### config.mk
export PLATFORM = sky130hd
export DESIGN_NAME = twu_top
export DESIGN_NICKNAME = d
export VERILOG_FILES = /design/src/twu_pkg.sv /design/src/twu_sync.sv /design/src/twu_engine.sv /design/src/twu_top.sv
export VERILOG_INCLUDE_DIRS = /design/src /design/src/src
export SDC_FILE = /design/constraint.sdc
export NUM_CORES = 1
export LEC_CHECK = 0
export BUFFER_PORTS_ARGS = -buffer_cell sky130_fd_sc_hd__buf_2
export CAP_MARGIN = 40
export CORE_MARGIN = 1.5
export CORE_UTILIZATION = 40
export CTS_CLUSTER_SIZE = 25
export DETAILED_ROUTE_END_ITERATION = 7
export HOLD_SLACK_MARGIN = 0.02
export SETUP_SLACK_MARGIN = 0.2
export SLEW_MARGIN = 20
export SYNTH_ARGS = -nofsm -noshare
export SYNTH_HDL_FRONTEND = slang
export SYNTH_SLANG_ARGS = --single-unit
export TNS_END_PERCENT = 30
### constraint.sdc
create_clock -name mclk -period 3.4 [get_ports mclk]
set_input_delay 0.51 -clock mclk [delete_from_list [all_inputs] [get_ports mclk]]
set_output_delay 0.51 -clock mclk [all_outputs]
set_load 0.02 [all_outputs]
### src/twu_params.svh
// Register map, field positions, reset values and status codes of the two-wire unit
`ifndef TWU_PARAMS_SVH
`define TWU_PARAMS_SVH
`define TWU_OFF_CONTROL 8'h00
`define TWU_OFF_STATUS  8'h04
`define TWU_OFF_DATA    8'h08
`define TWU_OFF_RATE    8'h0c
`define TWU_CTL_STEP    7
`define TWU_CTL_ACKEN   6
`define TWU_CTL_STA     5
`define TWU_CTL_STO     4
`define TWU_CTL_WCOL    3
`define TWU_CTL_EN      2
`define TWU_CTL_IE      0
`define TWU_RST_RATE    8'h09
`define TWU_RST_DATA    8'hff
`define TWU_SC_START    8'h08
`define TWU_SC_RSTART   8'h10
`define TWU_SC_AW_ACK   8'h18
`define TWU_SC_AW_NACK  8'h20
`define TWU_SC_TX_ACK   8'h28
`define TWU_SC_TX_NACK  8'h30
`define TWU_SC_ARB      8'h38
`define TWU_SC_AR_ACK   8'h40
`define TWU_SC_AR_NACK  8'h48
`define TWU_SC_RX_ACK   8'h50
`define TWU_SC_RX_NACK  8'h58
`define TWU_SC_IDLE     8'hf8
`endif

### src/twu_pkg.sv
// Types shared by the two-wire unit modules
package twu_pkg;
  typedef enum logic [3:0] {
    TWU_E_IDLE  = 4'b0001,
    TWU_E_START = 4'b0010,
    TWU_E_STOP  = 4'b0100,
    TWU_E_BIT   = 4'b1000
  } twu_eng_st_type;
  typedef enum logic [3:0] {
    TWU_T_IDLE = 4'b0001,
    TWU_T_HOLD = 4'b0010,
    TWU_T_FREE = 4'b0100,
    TWU_T_RUN  = 4'b1000
  } twu_top_st_type;
  typedef enum logic [2:0] {
    TWU_OP_START, TWU_OP_STOP, TWU_OP_ADDR, TWU_OP_TX, TWU_OP_RX
  } twu_op_type;
  typedef enum logic [2:0] {
    TWU_CMD_NONE, TWU_CMD_START, TWU_CMD_STOP, TWU_CMD_WRITE, TWU_CMD_READ
  } twu_cmd_type;
  typedef struct packed {
    logic        go;
    twu_cmd_type cmd;
    logic [7:0]  data;
    logic        nack;
  } twu_eng_req_type;
  typedef struct packed {
    logic       done;
    logic       arb;
    logic       nack;
    logic [7:0] rx;
    logic       busy;
    logic       own;
  } twu_eng_rsp_type;
  typedef struct packed {
    twu_eng_st_type st;
    logic [1:0]     ph;
    logic [7:0]     cnt;
    logic [3:0]     bitn;
    logic [8:0]     shift;
    logic [7:0]     rx;
    logic           rd;
    logic           own;
    logic           scl_low;
    logic           sda_low;
    logic           busy;
    logic           scl_q;
    logic           sda_q;
    logic           done;
    logic           arb;
    logic           nack;
  } twu_eng_state_type;
  typedef struct packed {
    twu_top_st_type  st;
    twu_op_type      op;
    logic            flag;
    logic            ack_en;
    logic            sta;
    logic            sto;
    logic            wcol;
    logic            en;
    logic            ie;
    logic [7:0]      code;
    logic [1:0]      presc;
    logic [7:0]      data;
    logic [7:0]      rate;
    logic            rx_mode;
    logic            then_start;
    logic            ack_sent;
    twu_eng_req_type ereq;
    logic            wb_ack;
    logic [31:0]     wb_dat;
  } twu_top_state_type;
endpackage

### src/twu_sync.sv
// Two-flop synchroniser for the two-wire pin inputs
`timescale 1ns/1ps
module twu_sync #(
  parameter int WIDTH = 2
) (
  // System
  input  wire logic             mclk,
  input  wire logic             rst_n,
  // Lines
  input  wire logic [WIDTH-1:0] async_in,
  output logic      [WIDTH-1:0] sync_out
);
  typedef struct packed {
    logic [WIDTH-1:0] meta;
    logic [WIDTH-1:0] stable;
  } twu_sync_state_type;
  twu_sync_state_type s;
  twu_sync_state_type next_s;
  always_comb begin
    next_s.meta   = async_in;
    next_s.stable = s.meta;
  end
  // Idle bus lines are high
  always_ff @(posedge mclk or negedge rst_n) begin
    if (!rst_n) begin
      s <= '1;
    end else begin
      s <= next_s;
    end
  end
  assign sync_out = s.stable;
endmodule // twu_sync

### src/twu_engine.sv
// Bit engine: START, STOP and nine-bit byte slots on the two-wire bus
`timescale 1ns/1ps
module twu_engine
  import twu_pkg::*;
(
  // System
  input  wire logic       mclk,
  input  wire logic       rst_n,
  input  wire logic       enable,
  input  wire logic [7:0] quarter,
  // Command and answer
  input  twu_pkg::twu_eng_req_type req,
  output twu_pkg::twu_eng_rsp_type rsp,
  // Synchronised lines and drive enables
  input  wire logic       scl_s,
  input  wire logic       sda_s,
  output logic            scl_oe,
  output logic            sda_oe
);
  import twu_pkg::*;
  twu_eng_state_type s;
  twu_eng_state_type next_s;
  logic tick;
  logic stretched;
  always_comb begin
    next_s = s;
    next_s.done = 1'b0;
    next_s.arb = 1'b0;
    next_s.scl_q = scl_s;
    next_s.sda_q = sda_s;
    // START and STOP seen on the bus, ours or another master's
    if (s.scl_q && scl_s && s.sda_q && !sda_s) begin
      next_s.busy = 1'b1;
    end else if (s.scl_q && scl_s && !s.sda_q && sda_s) begin
      next_s.busy = 1'b0;
    end
    // A slave holding the clock low freezes the phase timer
    stretched = !s.scl_low && !scl_s && (s.st != TWU_E_IDLE);
    tick = (s.cnt == quarter) && !stretched;
    next_s.cnt = (tick || stretched || s.st == TWU_E_IDLE) ? 8'h00 : 8'(s.cnt + 8'd1);
    if (tick) begin
      next_s.ph = 2'(s.ph + 2'd1);
    end
    unique case (s.st)
      TWU_E_IDLE: begin
        next_s.ph = 2'd0;
        if (req.go && req.cmd == TWU_CMD_START) begin
          next_s.st = TWU_E_START;
        end else if (req.go && req.cmd == TWU_CMD_STOP) begin
          next_s.st = TWU_E_STOP;
        end else if (req.go && (req.cmd == TWU_CMD_WRITE || req.cmd == TWU_CMD_READ)) begin
          next_s.st = TWU_E_BIT;
          next_s.rd = (req.cmd == TWU_CMD_READ);
          next_s.bitn = 4'd0;
          next_s.shift = (req.cmd == TWU_CMD_READ) ? {8'hff, req.nack} : {req.data, 1'b1};
        end
      end
      TWU_E_START: begin
        if (tick) begin
          unique case (s.ph)
            2'd0: next_s.sda_low = 1'b0;
            2'd1: next_s.scl_low = 1'b0;
            2'd2: next_s.sda_low = 1'b1;
            2'd3: begin
              next_s.scl_low = 1'b1;
              next_s.own = 1'b1;
              next_s.done = 1'b1;
              next_s.st = TWU_E_IDLE;
            end
          endcase
        end
      end
      TWU_E_STOP: begin
        if (tick) begin
          unique case (s.ph)
            2'd0: next_s.sda_low = 1'b1;
            2'd1: next_s.scl_low = 1'b0;
            default: begin
              next_s.sda_low = 1'b0;
              next_s.own = 1'b0;
              next_s.done = 1'b1;
              next_s.st = TWU_E_IDLE;
            end
          endcase
        end
      end
      TWU_E_BIT: begin
        if (tick) begin
          unique case (s.ph)
            2'd0: next_s.sda_low = !s.shift[8];
            2'd1: next_s.scl_low = 1'b0;
            2'd2: begin
              if (s.bitn != 4'd8 && s.rd) begin
                next_s.rx = {s.rx[6:0], sda_s};
              end
              if (s.bitn == 4'd8 && !s.rd) begin
                next_s.nack = sda_s;
              end
              // Released a one but the line reads low: another master won
              if (s.shift[8] && !sda_s && (s.rd == (s.bitn == 4'd8))) begin
                next_s.arb = 1'b1;
                next_s.done = 1'b1;
                next_s.own = 1'b0;
                next_s.sda_low = 1'b0;
                next_s.st = TWU_E_IDLE;
              end
            end
            2'd3: begin
              next_s.scl_low = 1'b1;
              next_s.shift = {s.shift[7:0], 1'b1};
              next_s.bitn = 4'(s.bitn + 4'd1);
              if (s.bitn == 4'd8) begin
                next_s.done = 1'b1;
                next_s.st = TWU_E_IDLE;
              end
            end
          endcase
        end
      end
    endcase
    // Disabled unit lets go of both lines
    if (!enable) begin
      next_s.st = TWU_E_IDLE;
      next_s.own = 1'b0;
      next_s.scl_low = 1'b0;
      next_s.sda_low = 1'b0;
    end
  end
  always_ff @(posedge mclk or negedge rst_n) begin
    if (!rst_n) begin
      s <= '{st: TWU_E_IDLE, shift: 9'h1ff, scl_q: 1'b1, sda_q: 1'b1, default: '0};
    end else begin
      s <= next_s;
    end
  end
  assign scl_oe = s.scl_low;
  assign sda_oe = s.sda_low;
  assign rsp = '{done: s.done, arb: s.arb, nack: s.nack, rx: s.rx, busy: s.busy, own: s.own};
endmodule // twu_engine

### src/twu_top.sv
// Two-wire unit: Wishbone registers and byte-level master sequencer
// Summary of operation
// - Master transmit and receive run here; otherwise the unit idles unaddressed.
// - Bus transfer waits while step flag set; status code names the bus state.
// - A requested START waits until the bus is free.
// - After START goes out the step flag sets with code 0x08.
// - Address read/write bit selects master transmit or master receive.
// - After address with write: flag with 0x18, 0x20 or 0x38.
// - Data writes with flag low are discarded and set write collision.
// - Repeated START reports 0x10 and keeps the bus.
// - In 0x08 or 0x10 the loaded address goes out with its acknowledge.
// - After each sent byte: flag with 0x28 on ack, 0x30 on nack.
// - In 0x18-0x30: data, repeated START, STOP, or STOP then START.
// - Stop request clears itself once the STOP has gone out.
// - Arbitration loss reports 0x38; then release or START when free.
// - Writing one to step clears it; enable must be set to operate.
// - No step flag after a STOP.
// - Clock line held low while the step flag is set and the bus is owned.
`timescale 1ns/1ps
`include "twu_params.svh"
module twu_top
  import twu_pkg::*;
(
  // System
  input  wire logic        mclk,
  input  wire logic        rst_n,
  // Wishbone slave
  input  wire logic        wb_cyc_i,
  input  wire logic        wb_stb_i,
  input  wire logic        wb_we_i,
  input  wire logic [7:0]  wb_adr_i,
  input  wire logic [31:0] wb_dat_i,
  input  wire logic [3:0]  wb_sel_i,
  output logic      [31:0] wb_dat_o,
  output logic             wb_ack_o,
  // Two-wire bus, open drain
  input  wire logic        scl_i,
  output logic             scl_o,
  output logic             scl_oe,
  input  wire logic        sda_i,
  output logic             sda_o,
  output logic             sda_oe,
  // Interrupt
  input  wire logic        irq_global_en,
  output logic             step_irq
);
  import twu_pkg::*;

  twu_top_state_type s;
  twu_top_state_type next_s;
  twu_eng_rsp_type   rsp;
  logic [1:0]        lines_s;
  logic              access;
  logic              wr;
  logic              go;
  logic [7:0]        wbyte;
  logic [7:0]        rd_byte;

  function automatic logic hit(input logic [7:0] adr, input logic [7:0] off);
    hit = (adr == off);
  endfunction

  function automatic logic is_mt_code(input logic [7:0] c);
    is_mt_code = (c == `TWU_SC_AW_ACK) || (c == `TWU_SC_AW_NACK)
              || (c == `TWU_SC_TX_ACK) || (c == `TWU_SC_TX_NACK);
  endfunction

  twu_sync #(
    .WIDTH (2)
  ) u_sync (
    .mclk     (mclk),
    .rst_n    (rst_n),
    .async_in ({scl_i, sda_i}),
    .sync_out (lines_s)
  );

  twu_engine u_engine (
    .mclk    (mclk),
    .rst_n   (rst_n),
    .enable  (s.en),
    .quarter (s.rate),
    .req     (s.ereq),
    .rsp     (rsp),
    .scl_s   (lines_s[1]),
    .sda_s   (lines_s[0]),
    .scl_oe  (scl_oe),
    .sda_oe  (sda_oe)
  );

  // Register read view
  always_comb begin
    rd_byte = 8'h00;
    if (hit(wb_adr_i, `TWU_OFF_CONTROL)) begin
      rd_byte = {s.flag, s.ack_en, s.sta, s.sto, s.wcol, s.en, 1'b0, s.ie};
    end else if (hit(wb_adr_i, `TWU_OFF_STATUS)) begin
      rd_byte = {s.code[7:3], 1'b0, s.presc};
    end else if (hit(wb_adr_i, `TWU_OFF_DATA)) begin
      rd_byte = s.data;
    end else if (hit(wb_adr_i, `TWU_OFF_RATE)) begin
      rd_byte = s.rate;
    end
  end

  always_comb begin
    next_s = s;
    next_s.ereq.go = 1'b0;
    access = wb_cyc_i && wb_stb_i && !s.wb_ack;
    wr = access && wb_we_i && wb_sel_i[0];
    wbyte = wb_dat_i[7:0];
    go = 1'b0;
    next_s.wb_ack = access;
    if (access && !wb_we_i) begin
      next_s.wb_dat = {24'h000000, rd_byte};
    end

    // Control register write
    if (wr && hit(wb_adr_i, `TWU_OFF_CONTROL)) begin
      next_s.ack_en = wbyte[`TWU_CTL_ACKEN];
      next_s.sta = wbyte[`TWU_CTL_STA];
      next_s.sto = wbyte[`TWU_CTL_STO];
      next_s.en = wbyte[`TWU_CTL_EN];
      next_s.ie = wbyte[`TWU_CTL_IE];
      if (wbyte[`TWU_CTL_STEP]) begin
        next_s.flag = 1'b0;
      end
      go = wbyte[`TWU_CTL_STEP] && wbyte[`TWU_CTL_EN]
        && (s.st == TWU_T_IDLE || s.st == TWU_T_HOLD);
    end
    if (wr && hit(wb_adr_i, `TWU_OFF_STATUS)) begin
      next_s.presc = wbyte[1:0];
    end
    if (wr && hit(wb_adr_i, `TWU_OFF_DATA)) begin
      if (s.flag) begin
        next_s.data = wbyte;
        next_s.wcol = 1'b0;
      end else begin
        next_s.wcol = 1'b1;
      end
    end
    if (wr && hit(wb_adr_i, `TWU_OFF_RATE)) begin
      next_s.rate = wbyte;
    end

    // Software has answered: choose the next bus action
    // Master modes sequenced here
    if (go) begin
      next_s.st = TWU_T_IDLE;
      next_s.code = `TWU_SC_IDLE;
      if (wbyte[`TWU_CTL_STO] && rsp.own) begin
        next_s.ereq = '{go: 1'b1, cmd: TWU_CMD_STOP, data: s.data, nack: 1'b1};
        next_s.op = TWU_OP_STOP;
        next_s.then_start = wbyte[`TWU_CTL_STA];
        next_s.st = TWU_T_RUN;
        next_s.code = s.code;
      end else if (wbyte[`TWU_CTL_STA] && rsp.own) begin
        next_s.ereq = '{go: 1'b1, cmd: TWU_CMD_START, data: s.data, nack: 1'b1};
        next_s.op = TWU_OP_START;
        next_s.st = TWU_T_RUN;
        next_s.code = s.code;
      end else if (wbyte[`TWU_CTL_STA]) begin
        next_s.st = TWU_T_FREE;
      end else if (wbyte[`TWU_CTL_STO]) begin
        // Nothing to stop without the bus
        next_s.sto = 1'b0;
      end else if (s.code == `TWU_SC_START || s.code == `TWU_SC_RSTART) begin
        next_s.ereq = '{go: 1'b1, cmd: TWU_CMD_WRITE, data: s.data, nack: 1'b1};
        next_s.op = TWU_OP_ADDR;
        next_s.rx_mode = s.data[0];
        next_s.st = TWU_T_RUN;
        next_s.code = s.code;
      end else if (is_mt_code(s.code)) begin
        next_s.ereq = '{go: 1'b1, cmd: TWU_CMD_WRITE, data: s.data, nack: 1'b1};
        next_s.op = TWU_OP_TX;
        next_s.st = TWU_T_RUN;
        next_s.code = s.code;
      end else if (s.code == `TWU_SC_AR_ACK || s.code == `TWU_SC_RX_ACK) begin
        next_s.ereq = '{go: 1'b1, cmd: TWU_CMD_READ, data: s.data, nack: !wbyte[`TWU_CTL_ACKEN]};
        next_s.op = TWU_OP_RX;
        next_s.ack_sent = wbyte[`TWU_CTL_ACKEN];
        next_s.st = TWU_T_RUN;
        next_s.code = s.code;
      end
    end

    unique case (s.st)
      TWU_T_IDLE: begin
      end
      TWU_T_HOLD: begin
      end
      TWU_T_FREE: begin
        if (!rsp.busy) begin
          next_s.ereq = '{go: 1'b1, cmd: TWU_CMD_START, data: s.data, nack: 1'b1};
          next_s.op = TWU_OP_START;
          next_s.st = TWU_T_RUN;
        end
      end
      TWU_T_RUN: begin
        if (rsp.done) begin
          // Set wins over a clear in the same cycle
          next_s.flag = 1'b1;
          next_s.st = TWU_T_HOLD;
          unique case (s.op)
            TWU_OP_START: begin
              next_s.code = (s.code == `TWU_SC_IDLE || s.code == `TWU_SC_ARB)
                ? `TWU_SC_START : `TWU_SC_RSTART;
            end
            TWU_OP_STOP: begin
              next_s.sto = 1'b0;
              next_s.flag = s.flag;
              next_s.code = `TWU_SC_IDLE;
              next_s.st = s.then_start ? TWU_T_FREE : TWU_T_IDLE;
            end
            TWU_OP_ADDR: begin
              if (s.rx_mode) begin
                next_s.code = rsp.nack ? `TWU_SC_AR_NACK : `TWU_SC_AR_ACK;
              end else begin
                next_s.code = rsp.nack ? `TWU_SC_AW_NACK : `TWU_SC_AW_ACK;
              end
            end
            TWU_OP_TX: begin
              next_s.code = rsp.nack ? `TWU_SC_TX_NACK : `TWU_SC_TX_ACK;
            end
            TWU_OP_RX: begin
              next_s.data = rsp.rx;
              next_s.code = s.ack_sent ? `TWU_SC_RX_ACK : `TWU_SC_RX_NACK;
            end
            default: begin
              next_s.code = `TWU_SC_IDLE;
            end
          endcase
          if (rsp.arb) begin
            next_s.code = `TWU_SC_ARB;
            next_s.flag = 1'b1;
            next_s.st = TWU_T_HOLD;
          end
        end
      end
    endcase

    if (!next_s.en) begin
      next_s.st = TWU_T_IDLE;
    end
  end

  always_ff @(posedge mclk or negedge rst_n) begin
    if (!rst_n) begin
      s <= '{
        st:    TWU_T_IDLE,
        op:    TWU_OP_START,
        code:  `TWU_SC_IDLE,
        data:  `TWU_RST_DATA,
        rate:  `TWU_RST_RATE,
        default: '0
      };
    end else begin
      s <= next_s;
    end
  end

  assign wb_dat_o = s.wb_dat;
  assign wb_ack_o = s.wb_ack;
  // Open drain: only the enables ever change
  assign scl_o = 1'b0;
  assign sda_o = 1'b0;
  // Engine keeps clock low while it owns the bus and waits
  assign step_irq = s.flag && s.ie && irq_global_en;
endmodule // twu_top

# --- After elaboration in Yosys (flattened, before gate mapping) ---
# Index checks and enable logic that the tools add are counted.
totals:
  regBits: 114
  in_bits: 52
  out_inout_bits: 38
  wordCells: 304
classes:
  n_addsub: 3
  n_reduce_logical: 68
  bitwise_logic: 8
  n_mux: 126
  n_eq_ne: 59
op_table:
  columns: ["op", "n"]
  rows:
  - ["$mux 8", 23]
  - ["$mux 13", 11]
  - ["$mux 4", 17]
  - ["$mux 7", 9]
  - ["$mux 14", 3]
  - ["$eq 8x6->1 const B", 4]
  - ["$pmux 8 s4", 1]
  - ["$logic_and 1x1->1", 30]
  - ["$mux 1", 30]
  - ["$mux 3", 10]
  - ["$pmux 13 s2", 1]
  - ["$eq 8x4->1 const B", 3]
  - ["$reduce_and 8->1", 3]
  - ["$mux 21", 1]
  - ["$ne 3x2->1 const B", 6]
  - ["$eq 8x5->1 const B", 2]
  - ["$eq 8x7->1 const B", 2]
  - ["$ne 4x4->1 const B", 4]
  - ["$pmux 4 s2", 2]
  - ["$pmux 4 s4", 1]
  - ["$eq 3x2->1 const B", 4]
  - ["$eq 4x4->1 const B", 3]
  - ["$mux 2", 6]
  - ["$reduce_and 4->1", 3]
  - ["other kinds (39)", 85]

# --- Logic depth before layout (Yosys ltp) ---
# Gate-level depths: netlist (run 1).
logic_depth:
  word_depth: 14
  depth_mapped: 9
  mapped_depth_nobuf: 9

# --- By module ---
# A second synthesis (run 1) with hierarchy kept.
hier_totals:
  hier_cells: 636
  hier_area_um2: 6475.0
modules_own_cells:
  columns: ["mod", "n_inst", "seq_area_each_um2", "area_per_inst_um2", "cells_per_inst"]
  rows:
  - ["twu_top", 1, 1646.6, 3731.1, 364]
  - ["twu_engine", 1, 1141.1, 2638.8, 268]
  - ["twu_sync", 1, 105.1, 105.1, 4]

# --- Worst setup path before layout (run 1) ---
# No wires, ideal clock.
synth_timing:
  kind: "flip-flop to flip-flop"
  from: "register u_engine.s[41] in the netlist's numbering"
  to: "register u_engine.s (netlist bit u_engine.rsp[2])"
  setup_time_ps: 125
  n_path_buf: 4
  setup_slack_ps: 976
  path_stages_with_launch: 10
  t_required_ps: 3275
  t_arrival_ps: 2300
  synth_period_minus_slack_ps: 2424
  path_cell_list: "dfstp_2 -> buf_2 -> nor4b_2 -> nand2b_1 -> buf_2 -> and4_1 -> clkbuf_1 -> and3_1 -> buf_4 -> mux2_2"
synth_via:
  elab_chain_cells: 5
  word_cells_on_any_way: 6
  classes_between: "2 x eq/ne; 4 x reduce/logical"
synth_rtl:
  columns: ["item", "line", "rtl"]
  rows:
  - ["start, declared", "twu_engine.sv:21", "twu_eng_state_type s;"]
  - ["start signal, assigned", "twu_engine.sv:133", "s <= next_s;"]
  - ["$ne 4x1->1", "twu_engine.sv:38", "stretched = !s.scl_low && !scl_s && (s.st != TWU_E_IDLE);"]
  - ["$logic_and 1x1->1", "twu_engine.sv:38", null]
  - ["$logic_not 1->1", "twu_engine.sv:39", "tick = (s.cnt == quarter) && !stretched;"]
  - ["$logic_and 1x1->1", "twu_engine.sv:39", null]
  - ["$reduce_and 4->1 (no source line) (*)", null, null]
# Mark *: on every way between the ends. The rest lies on a longest branch, timed or not.
# A chain may end at the register's enable or synchronous reset.

==> out/metrics.cfg, run 1 <==
[global_route]
grt_overflow_total = 0
grt_pass1_vias = 4633
busiest_layer = met2
grtUsageMet1 = 0.271
grt_usage = 0.194
grt_use_met3 = 0.0441
grt_first_pass_wirelength_um = 24300
grt_max_degree = 66
grt_use_met2 = 0.295
antenna_found_initial = 0

[synth]
synth-edff-count = 0
ys_seq_elements = 114
synth_area_um2 = 6340
syn_avg_cell_area_um2 = 10.0
yosysWarnings = 0
synth.distinct_cells = 68
yosysTopAreaCellShare = 0.324
syn_inst = 631
yosysTopAreaCell = dfrtp_1
ys_async_sr_fraction = 1.00
synthTopCellsByArea = dfrtp_1, dfstp_2, mux2_2, buf_4, o21ai_0
synthFlopType = dfrtp_1
seq_area_frac_synth = 0.457

[cells_and_area]
utilization = 0.470
synthToLayoutAreaGrowth_pct = 13.5
n_antenna_cell = 0
nFillCells = 1418
instances_no_fill = 874
fin_area_um2 = 7190
final_nets = 713
drive_gt1_frac = 0.240

[timing]
drv_slew = 0
fin_crit_ns = 2.66
setup_ws_ns = 0.738
max_freq_mhz = 376
setup_viol = 0
rsz0062_at_grt = no
finalSetupTns_ns = 0
finalHoldViolations = 0
whs_ns = 0.194
tightest_slew_ns = 0.602
fin_crit_sh = 0.783
max_slew_margin = 0.593
fin_skew_ns = 0.00584

[placed_design]
port_buffers = 36
gp_congestion = 0.834
dp_hpwl_um = 11100
dp.cells = 840
place_ws_ns = 0.526
placed_area_um2 = 6540

[worst_setup_path]
crit_arrival_ns = 2.96
cp-start-kind = flop
crit_path_end_kind = flop
critical_path_class = flop to flop
path_max_fanout = 10
cp.required_ns = 3.69

[drt]
routed_wirelength_um = 15100
via_per_inst = 5.41
drt-pass1-iter-count = 5
drc = 0
drt_iter0_markers = 323
ant_nets = 0
wire_per_inst_um = 17.3
dr_total_vias = 4731

[clock_network]
numCtsBuffers = 17
cts.htree.levels = 4
cts_root_buf = clkbuf_16
clock_latency_ns = 0.41
cts_buffer_depth = 2
tritoncts = built
cts_resized = 0
clock_sinks = 114
cts.clk_slew.worst_paths_ns = 0.06

[floorplan]
die_width_um = 129
start_util = 0.414
core_area_um2 = 15300
boundaryPins = 90
die_h_um = 129
num_rows = 45
dieArea_um2 = 16600

[power]
clockPowerShare = 0.548
irDropWorstVdd_uv = 361
power.share.switching = 0.214
p_sw_uw = 717
internal_power_mw = 2.63
p_total_mw = 3.35
comb_power_share = 0.040
power.density_nw_per_um2 = 466
pwr-share-seq = 0.412
p_leak_nw = 3.19

[min_path]
hp-class = primary input to flop

[run]
drv_cap = 0

[run_status]
status = finished, final reports clean

power groups by stage:
stage          Sequential (mW)  Clock [mW]  Combinational [mW]
5_1_grt                   1.38        1.93               0.149
6_report                  1.38        1.84               0.133
3_3_place_gp              1.40           0               0.127
4_1_cts                   1.38        1.87               0.129
3_5_place_dp              1.40           0               0.129
2_1_floorplan             1.40           0              0.0894
final timing paths:
check / from / end / slack [ns] / depth (start not counted)
worst max-delay path: s[87]$_DFF_PN0_ / s[39]$_DFF_PN0_ / 0.74 / 5
worst min-delay path: scl_i / u_sync.next_s[1]$_DFF_PN1_ / 0.19 / 1
worst max register to register: s[87]$_DFF_PN0_ / s[39]$_DFF_PN0_ / 0.74 / 5
worst min register to register: u_sync.next_s[1]$_DFF_PN1_ / u_sync.sync_out[1]$_DFF_PN1_ / 0.35 / 0
max in group asynchronous: rst_n / u_engine.s[41]$_DFFE_PN1P_ / 2.37 / 3
min in group asynchronous: rst_n / u_engine.rsp[6]$_DFFE_PN0P_ / 0.47 / 2
flip-flops by register name, indices dropped and copies added, names as in the netlist:
name             count
s                   56
u_engine.scl_oe      1
u_engine.s          30
wb_dat_o             8
u_engine.rsp        13
u_engine.sda_oe      1
wb_ack_o             1
u_sync.next_s        2
u_sync.sync_out      2
area by class of cell:
cell class / instances / area (um2) / area share
flip-flops and latches: 114 / 2890 / 0.402
well taps: 211 / 264 / 0.0367
repair buffers: 45 / 283 / 0.0393
inverters: 24 / 90.1 / 0.0125
clock buffers: 22 / 484 / 0.0673
clock inverters: 10 / 130 / 0.0181
multi-input cells: 448 / 3050 / 0.424
kinds of logic after synthesis:
logic type | count (synthesis) | share of synthesized area
buf+inv | 94 | 0.0774
mux | 57 | 0.109
simple gates | 201 | 0.170
fa+ha+maj | 11 | 0.0217
compound gates | 133 | 0.138
xor+xnor | 20 | 0.0276
other cells | 1 | 0.000592
flops | 114 | 0.457
critical path, stage by stage (launching register included):
cell	delay [ns]
dfrtp_1	0.44
nor4_2	0.34
nand3_1	0.22
or4_1	0.75
a2bb2oi_4	0.40
mux2_2	0.38
timing repair:
item	CTS	global route
setup buffers	0	0
endpoints found under the hold margin	0	4
hold buffers	0	1
Yosys cell counts (all sizes together) (5+ instances only):
| cell | n |
|---|---|
| dfrtp | 82 |
| nand2 | 40 |
| nor3 | 18 |
| nand3b | 6 |
| nand4 | 5 |
| buf | 42 |
| o21a | 7 |
| and3 | 12 |
| nor2 | 48 |
| o211ai | 5 |
| clkbuf | 28 |
| nor4 | 8 |
| nand3 | 19 |
| xnor2 | 17 |
| nor2b | 6 |
| or4 | 5 |
| nor4b | 7 |
| o31ai | 6 |
| a31oi | 5 |
| mux4 | 6 |
| a2bb2oi | 10 |
| o21ai | 42 |
| nand2b | 7 |
| a21oi | 31 |
| mux2 | 34 |
| dfstp | 32 |
| mux2i | 17 |
| inv | 24 |
| ha | 11 |
cells in the final DEF, fill, tap and decap left out, drive strengths merged, types with 4 or more instances in the layout:
cell type,Yosys,routed
a22oi,4,4
nor4,8,8
a31oi,5,5
o21ai,42,42
mux4,6,6
nand2,40,40
and2,4,4
and3,12,12
and4,4,4
buf,42,44
o211ai,5,5
clkbuf,28,22
nor3,18,18
nand4,5,5
inv,24,24
a2bb2oi,10,10
o31ai,6,6
nor3b,4,4
dfrtp,82,82
nand3b,6,6
nand2b,7,7
mux2i,17,17
clkinv,0,5
nor4b,7,7
ha,11,11
xnor2,17,17
o21a,7,7
nor2b,6,6
dfstp,32,32
or4,5,5
conb,1,26
nand3,19,19
a21oi,31,31
mux2,34,34
nor2,48,48
routing by layer:
layer  part of all wire  vias up  wire, um
met5                  0        -         0
met1               0.48     2332      7220
met4              0.019        0       291
met3              0.052       22       791
met2               0.45      136      6790
li1                   -     2241         -
No activity file was read; power rests on OpenSTA's default activity.
==> run 2, diff against run 1 <==
--- a/config.mk
+++ b/config.mk
@@ -6,6 +6,7 @@
 export SDC_FILE = /design/constraint.sdc
 export NUM_CORES = 1
 export LEC_CHECK = 0
+export ABC_AREA = 1
 export BUFFER_PORTS_ARGS = -buffer_cell sky130_fd_sc_hd__buf_2
 export CAP_MARGIN = 40
 export CORE_MARGIN = 1.5
==> constraint.sdc (replaced) <==
create_clock -name mclk -period 2.6 [get_ports mclk]
set_input_delay 0.39 -clock mclk [delete_from_list [all_inputs] [get_ports mclk]]
set_output_delay 0.39 -clock mclk [all_outputs]
set_load 0.02 [all_outputs]
==> out/metrics.cfg, run 2 <==
[synth]
yosysTopAreaCellShare = 0.307  ; -0.0172
synth-edff-count = 0  ; unchanged
synthTopCellsByArea = dfrtp_1, dfstp_2, nand2_1, inv_1, nand3_1
yosysWarnings = 0  ; unchanged
synth.distinct_cells = 47  ; -31%
yosysTopAreaCell = dfrtp_1
synth_area_um2 = 6690  ; +5.6%
syn_inst = 858  ; +36%
ys_top_cells_by_count = nand2_1, inv_1, dfrtp_1
ys_async_sr_fraction = 1.00  ; unchanged
synthFlopType = dfrtp_1
syn_avg_cell_area_um2 = 7.80  ; -22%
seq_area_frac_synth = 0.432  ; -0.0242
ys_seq_elements = 114  ; unchanged
synth.most_common_cell = nand2_1

[worst_setup_path]
path_max_fanout = 4  ; -6
path_buf_inv = 2  ; +2
cp-start-kind = flop
crit_path_end_kind = flop
critPathMaxStageDelay_ns = 0.39  ; -0.36 ns
cp_cell_sequence = inv_1 -> ha_1 -> nand2_1 -> nor2_2 -> inv_1 -> ha_1 -> nand3_1 -> nand4_1 -> nand3_1 -> nor2_1 -> nand3_1 -> nand2_1 -> nand2_1
crit_family = simple AND/OR/NAND/NOR gates
critical_path_class = flop to flop
crit_slowest_cell = dfrtp_1
crit_arrival_ns = 2.46  ; -0.50 ns
cp.required_ns = 2.91  ; -0.78 ns

[placed_design]
placed_area_um2 = 6970  ; +6.7%
dp_hpwl_um = 11800  ; +6.4%
port_buffers = 36  ; unchanged
gp_congestion = 0.855  ; +2.4%

[timing]
drv_slew = 0  ; unchanged
finalSetupTns_ns = 0  ; unchanged
max_freq_mhz = 464  ; +24%
fin_crit_ns = 2.15  ; -0.508 ns
fin_skew_ns = 0.00867  ; +0.00283 ns
finalHoldViolations = 0  ; unchanged
rsz0062_at_grt = no
setup_viol = 0  ; unchanged
fin_crit_sh = 0.828  ; +0.0453

[global_route]
grt_pass1_vias = 5065  ; +9.3%
grt_max_degree = 46  ; -30%
grt_first_pass_wirelength_um = 25900  ; +6.7%
grt_use_met3 = 0.0392  ; -0.00486
grtUsageMet1 = 0.265  ; -0.00566
busiest_layer = met2
antenna_found_initial = 0  ; unchanged
grt_use_met2 = 0.287  ; -0.00829
grt_overflow_total = 0  ; unchanged
grt_usage = 0.189  ; -0.00513

[clock_network]
post_cts_buffers = 0  ; unchanged
cts.htree.levels = 4  ; unchanged
clock_latency_ns = 0.42  ; about the same
cts_root_buf = clkbuf_16
tritoncts = built
cts_buffer_depth = 2  ; unchanged
clock_sinks = 114  ; unchanged
numCtsBuffers = 17  ; unchanged
cts.clk_slew.worst_paths_ns = 0.05  ; about the same

[power]
clockPowerShare = 0.386  ; -0.162
power.density_nw_per_um2 = 724  ; +55%
pwr-share-seq = 0.391  ; -0.021
internal_power_mw = 3.65  ; +39%
irDropWorstVdd_uv = 440  ; +22%
p_leak_nw = 3.76  ; +18%
power.share.switching = 0.330  ; +0.116
p_sw_mw = 1.80  ; +150%
comb_power_share = 0.223  ; +0.183

[cells_and_area]
mostFrequentLayoutCells = nand2_1, inv_1, dfrtp_1
fin_area_um2 = 7530  ; +4.7%
largest_reg_flops = 56  ; unchanged
final_common_cell = nand2_1
largest-register = s
n_antenna_cell = 0  ; unchanged
drive_gt1_frac = 0.186  ; -0.0534
final_nets = 962  ; +35%
synthToLayoutAreaGrowth_pct = 12.5

[floorplan]
boundaryPins = 90  ; unchanged
start_util = 0.406  ; -0.00734
dieArea_um2 = 17500  ; +5.5%
core_area_um2 = 16500  ; +7.5%
num_rows = 47  ; +4.4%
die_h_um = 132  ; +2.7%
die_width_um = 132  ; +2.7%

[drt]
drt_iter0_markers = 352  ; +9.0%
routed_wirelength_um = 15600  ; +3.3%
wire_per_inst_um = 13.8  ; -20%
drc = 0  ; unchanged
ant_nets = 0  ; unchanged
dr_total_vias = 5504  ; +16%
via_per_inst = 4.86  ; -10%
drt-pass1-iter-count = 6  ; +1

[run_status]
status = finished, final reports clean

[run]
drv_cap = 0  ; unchanged

[min_path]
hp-class = primary input to flop

## run 2: changes by cell type after synthesis, moves of 21 or more
cell | previous run | this run
clkbuf_1 | 28 | 3
inv_1 | 24 | 113
o21ai_1 | 0 | 21
nand3_1 | 19 | 65
mux2_2 | 34 | 0
nand2_1 | 40 | 212
## run 2: final timing paths
path / cells after the start / startpoint / to / slack [ns]
hold reg to reg: 0 / u_sync.next_s[0]$_DFF_PN1_ / u_sync.sync_out[0]$_DFF_PN1_ / 0.36
hold / removal: 1 / sda_i / u_sync.next_s[0]$_DFF_PN1_ / 0.07
setup reg to reg: 13 / u_engine.s[27]$_DFFE_PN0P_ / u_engine.s[42]$_DFFE_PN0P_ / 0.45
max in group asynchronous: 3 / rst_n / u_engine.s[25]$_DFFE_PN1P_ / 1.42
min in group asynchronous: 2 / rst_n / u_engine.rsp[12]$_DFF_PN0_ / 0.45
setup / recovery: 13 / u_engine.s[27]$_DFFE_PN0P_ / u_engine.s[42]$_DFFE_PN0P_ / 0.45
## run 2: cell families after synthesis
| family | Yosys count | share of synthesized area |
|---|---|---|
| flip-flops | 114 | 0.432 |
| buffers and inverters | 173 | 0.121 |
| XOR/XNOR | 11 | 0.0144 |
| adder cells (fa/ha/maj) | 11 | 0.0206 |
| AO/OA/AOI/OAI | 132 | 0.116 |
| other | 1 | 0.000560 |
| AND/OR/NAND/NOR | 416 | 0.295 |
## run 2: cell type report
type / instances / area (um2)
Sequential cell: 114 / 2890
Inverter: 126 / 478
Multi-Input combinational cell: 596 / 3080
Fill cell: 1687 / 8940
Tap cell: 220 / 275
Timing Repair Buffer: 44 / 258
Clock buffer: 19 / 453
Clock inverter: 13 / 87.6
## run 2: layer usage
metal / up-vias / routed length (um)
li1: 2799 / -
met1: 2568 / 7510
met2: 118 / 7130
met3: 19 / 653
met4: 0 / 288
met5: - / 0
## run 2: repair_timing
item,4_1_cts,5_1_grt
resized for setup,0,1
endpoints found under the hold margin,22,0
endpoints found under the setup margin,0,3
hold buffers,1,0
## run 2: power by group through the flow
stage / sequential (mW) / clock (mW) / combinational [mW]
floorplan: 2.14 / 0 / 0.946
CTS: 2.13 / 2.14 / 1.22
detailed placement: 2.15 / 0 / 1.22
finish: 2.13 / 2.10 / 1.21
global route: 2.16 / 2.23 / 1.39
global placement: 2.15 / 0 / 1.21
## run 2: through the flow
stage	hold WS, ns	total power, mW	worst slack, ns	util	cells
6_report	0.0729	5.45	0.446	0.457	1132
3_3_place_gp	0.346	3.37	0.428	0.424	1099
5_1_grt	0.0528	5.78	0.258	0.457	1132
3_5_place_dp	0.353	3.37	0.398	0.424	1099
2_1_floorplan	0.0944	3.08	0.704	-	883
4_1_cts	0.0559	5.50	0.388	0.457	1132
==> run 3, diff against run 2 <==
--- a/config.mk
+++ b/config.mk
@@ -6,7 +6,7 @@
 export SDC_FILE = /design/constraint.sdc
 export NUM_CORES = 1
 export LEC_CHECK = 0
-export ABC_AREA = 1
+export ABC_AREA = 0
 export BUFFER_PORTS_ARGS = -buffer_cell sky130_fd_sc_hd__buf_2
 export CAP_MARGIN = 40
 export CORE_MARGIN = 1.5
==> constraint.sdc (replaced) <==
create_clock -name mclk -period 2.1 [get_ports mclk]
set_input_delay 0.315 -clock mclk [delete_from_list [all_inputs] [get_ports mclk]]
set_output_delay 0.315 -clock mclk [all_outputs]
set_load 0.02 [all_outputs]
==> out/metrics.cfg, run 3 (same netlist as run 1, synthesis figures left out) <==
[timing]
finalHoldViolations = 0  ; unchanged
rsz0062_at_grt = yes
max_slew_margin = 0.606
fin_crit_ns = 2.26  ; +0.102 ns
fin_skew_ns = 0.00576  ; -0.00291 ns
finalSetupTns_ns = -1.25  ; -1.25 ns
setup_viol = 13  ; +13
drv_slew = 0  ; unchanged
setup_ws_ns = -0.156  ; -0.602 ns
fin_crit_sh = 1.07  ; +0.246
max_freq_mhz = 443  ; -4.5%
tightest_slew_ns = 0.589

[worst_setup_path]
path_max_fanout = 5  ; +1
critPathMaxStageDelay_ns = 0.54  ; +0.15 ns
crit_family = simple AND/OR/NAND/NOR gates
crit_slowest_cell = or4_4
cp.required_ns = 2.40  ; -0.51 ns
cp_cell_sequence = or4_4 -> or3_4 -> nor2_4 -> a2bb2oi_4 -> mux2_4
path_buf_inv = 0  ; -2
cp-start-kind = flop
crit_path_end_kind = flop
critical_path_class = flop to flop
crit_arrival_ns = 2.55  ; +0.09 ns

[placed_design]
gp_congestion = 0.882  ; +3.2%
port_buffers = 36  ; unchanged
dp_hpwl_um = 11700  ; -0.78%
dp.cells = 891  ; -19%

[clock_network]
cts.htree.levels = 4  ; unchanged
clock_latency_ns = 0.41  ; about the same
clock_sinks = 114  ; unchanged
numCtsBuffers = 17  ; unchanged
cts_buffer_depth = 2  ; unchanged
cts.clk_slew.worst_paths_ns = 0.06  ; about the same
tritoncts = built
cts_root_buf = clkbuf_16

[global_route]
grt_first_pass_wirelength_um = 26400  ; +2.0%
grt_overflow_total = 0  ; unchanged
grt_pass1_vias = 5158  ; +1.8%
grt_usage = 0.208  ; +0.0191
grt_max_degree = 72  ; +57%
antenna_found_initial = 0  ; unchanged

[cells_and_area]
drive_gt1_frac = 0.386  ; +0.199
multi_input_area_um2 = 3490  ; +13%
n_antenna_cell = 0  ; unchanged
largest-register = s
nFillCells = 1383  ; -18%
final_common_cell = dfrtp_1
final_nets = 781  ; -19%
synthToLayoutAreaGrowth_pct = 30.3
mostFrequentLayoutCells = dfrtp_1, buf_4, nor2_1
instances_no_fill = 942  ; -17%
ff_latch_area_um2 = 2900  ; +0.17%
largest_reg_flops = 56  ; unchanged

[drt]
dr_total_vias = 5140  ; -6.6%
ant_nets = 0  ; unchanged
drc = 0  ; unchanged
via_per_inst = 5.46  ; +12%
drt-pass1-iter-count = 5  ; -1
routed_wirelength_um = 16400  ; +5.0%
wire_per_inst_um = 17.4  ; +26%
drt_iter0_markers = 460  ; +31%

[power]
p_total_mw = 5.84  ; +7.2%
p_leak_nw = 3.67  ; -2.5%
irDropWorstVdd_uv = 635  ; +44%
power.density_nw_per_um2 = 707  ; -2.3%

[floorplan]
core_area_um2 = 15300  ; -7.0%
boundaryPins = 90  ; unchanged
num_rows = 45  ; -4.3%
start_util = 0.414  ; +0.00734
die_width_um = 129  ; -2.6%
dieArea_um2 = 16600  ; -5.2%
die_h_um = 129  ; -2.6%

[min_path]
hp-class = primary input to flop

[run]
drv_cap = 0  ; unchanged

[run_status]
violations = setup timing
status = finished, violations left

-- run 3: cell count changes in the layout (fill, tap and decap cells not counted), moves of 11 or more --
cell,delta
mux2i_1,+17
inv_1,-91
nand3_1,-49
mux2_2,+16
mux2_4,+18
nand4_1,-17
buf_6,+11
o21ai_0,-13
o21ai_1,-17
nand2_1,-174
nor2_1,-18
buf_4,+54
-- run 3: repair_timing --
action,CTS,global route
endpoints found under the hold margin,16,0
cloned,1,0
pin swaps,24,32
endpoints found under the setup margin,56,75
hold buffers,3,0
gates resized for setup,40,64
setup buffers,10,5
-- run 3: worst paths after layout --
kind	startpoint	to	slack [ns]	cells after the start
max	s[68]$_DFF_PN0_	s[34]$_DFF_PN0_	-0.16	5
min	wb_dat_i[3]	s[52]$_DFFE_PN1P_	0.16	2
max reg2reg	s[68]$_DFF_PN0_	s[34]$_DFF_PN0_	-0.16	5
min reg2reg	u_sync.next_s[0]$_DFF_PN1_	u_sync.sync_out[0]$_DFF_PN1_	0.36	0
max in group asynchronous	rst_n	u_engine.s[23]$_DFFE_PN1P_	1.08	3
min in group asynchronous	rst_n	s[86]$_DFF_PN0_	0.33	2
-- run 3: metal layers --
metal,global-route usage,vias up,routed length [um]
met4,0.0734,0,325
li1,-,2388,-
met3,0.0486,29,891
met1,0.272,2564,7250
met5,0,-,0
met2,0.339,159,7900
-- run 3: area by class of cell --
class                   count  share of cell area
clock buffers              18              0.0532
clock inverters            14              0.0302
inverters                  24              0.0109
multi-input cells         449               0.423
flip-flops and latches    114               0.351
well taps                 211              0.0320
repair buffers            112               0.100
-- run 3: metrics by stage --
step | setup slack (ns) | hold slack, ns | area, um2 | utilization
detailed placement | -0.261 | 0.216 | 6990 | 0.456
floorplan | -0.121 | 0.0194 | 6500 | -
CTS | -0.121 | 0.138 | 7950 | 0.519
global route | -0.184 | 0.150 | 8260 | 0.539
global placement | -0.173 | 0.210 | 6990 | 0.456
finish | -0.156 | 0.157 | 8260 | 0.539
-- run 3: report_power, final --
| group | switching [mW] | total, mW | internal, mW |
|---|---|---|---|
| Sequential | 0.0125 | 2.23 | 2.22 |
| Clock | 1.08 | 3.35 | 2.27 |
| Combinational | 0.165 | 0.252 | 0.0877 |
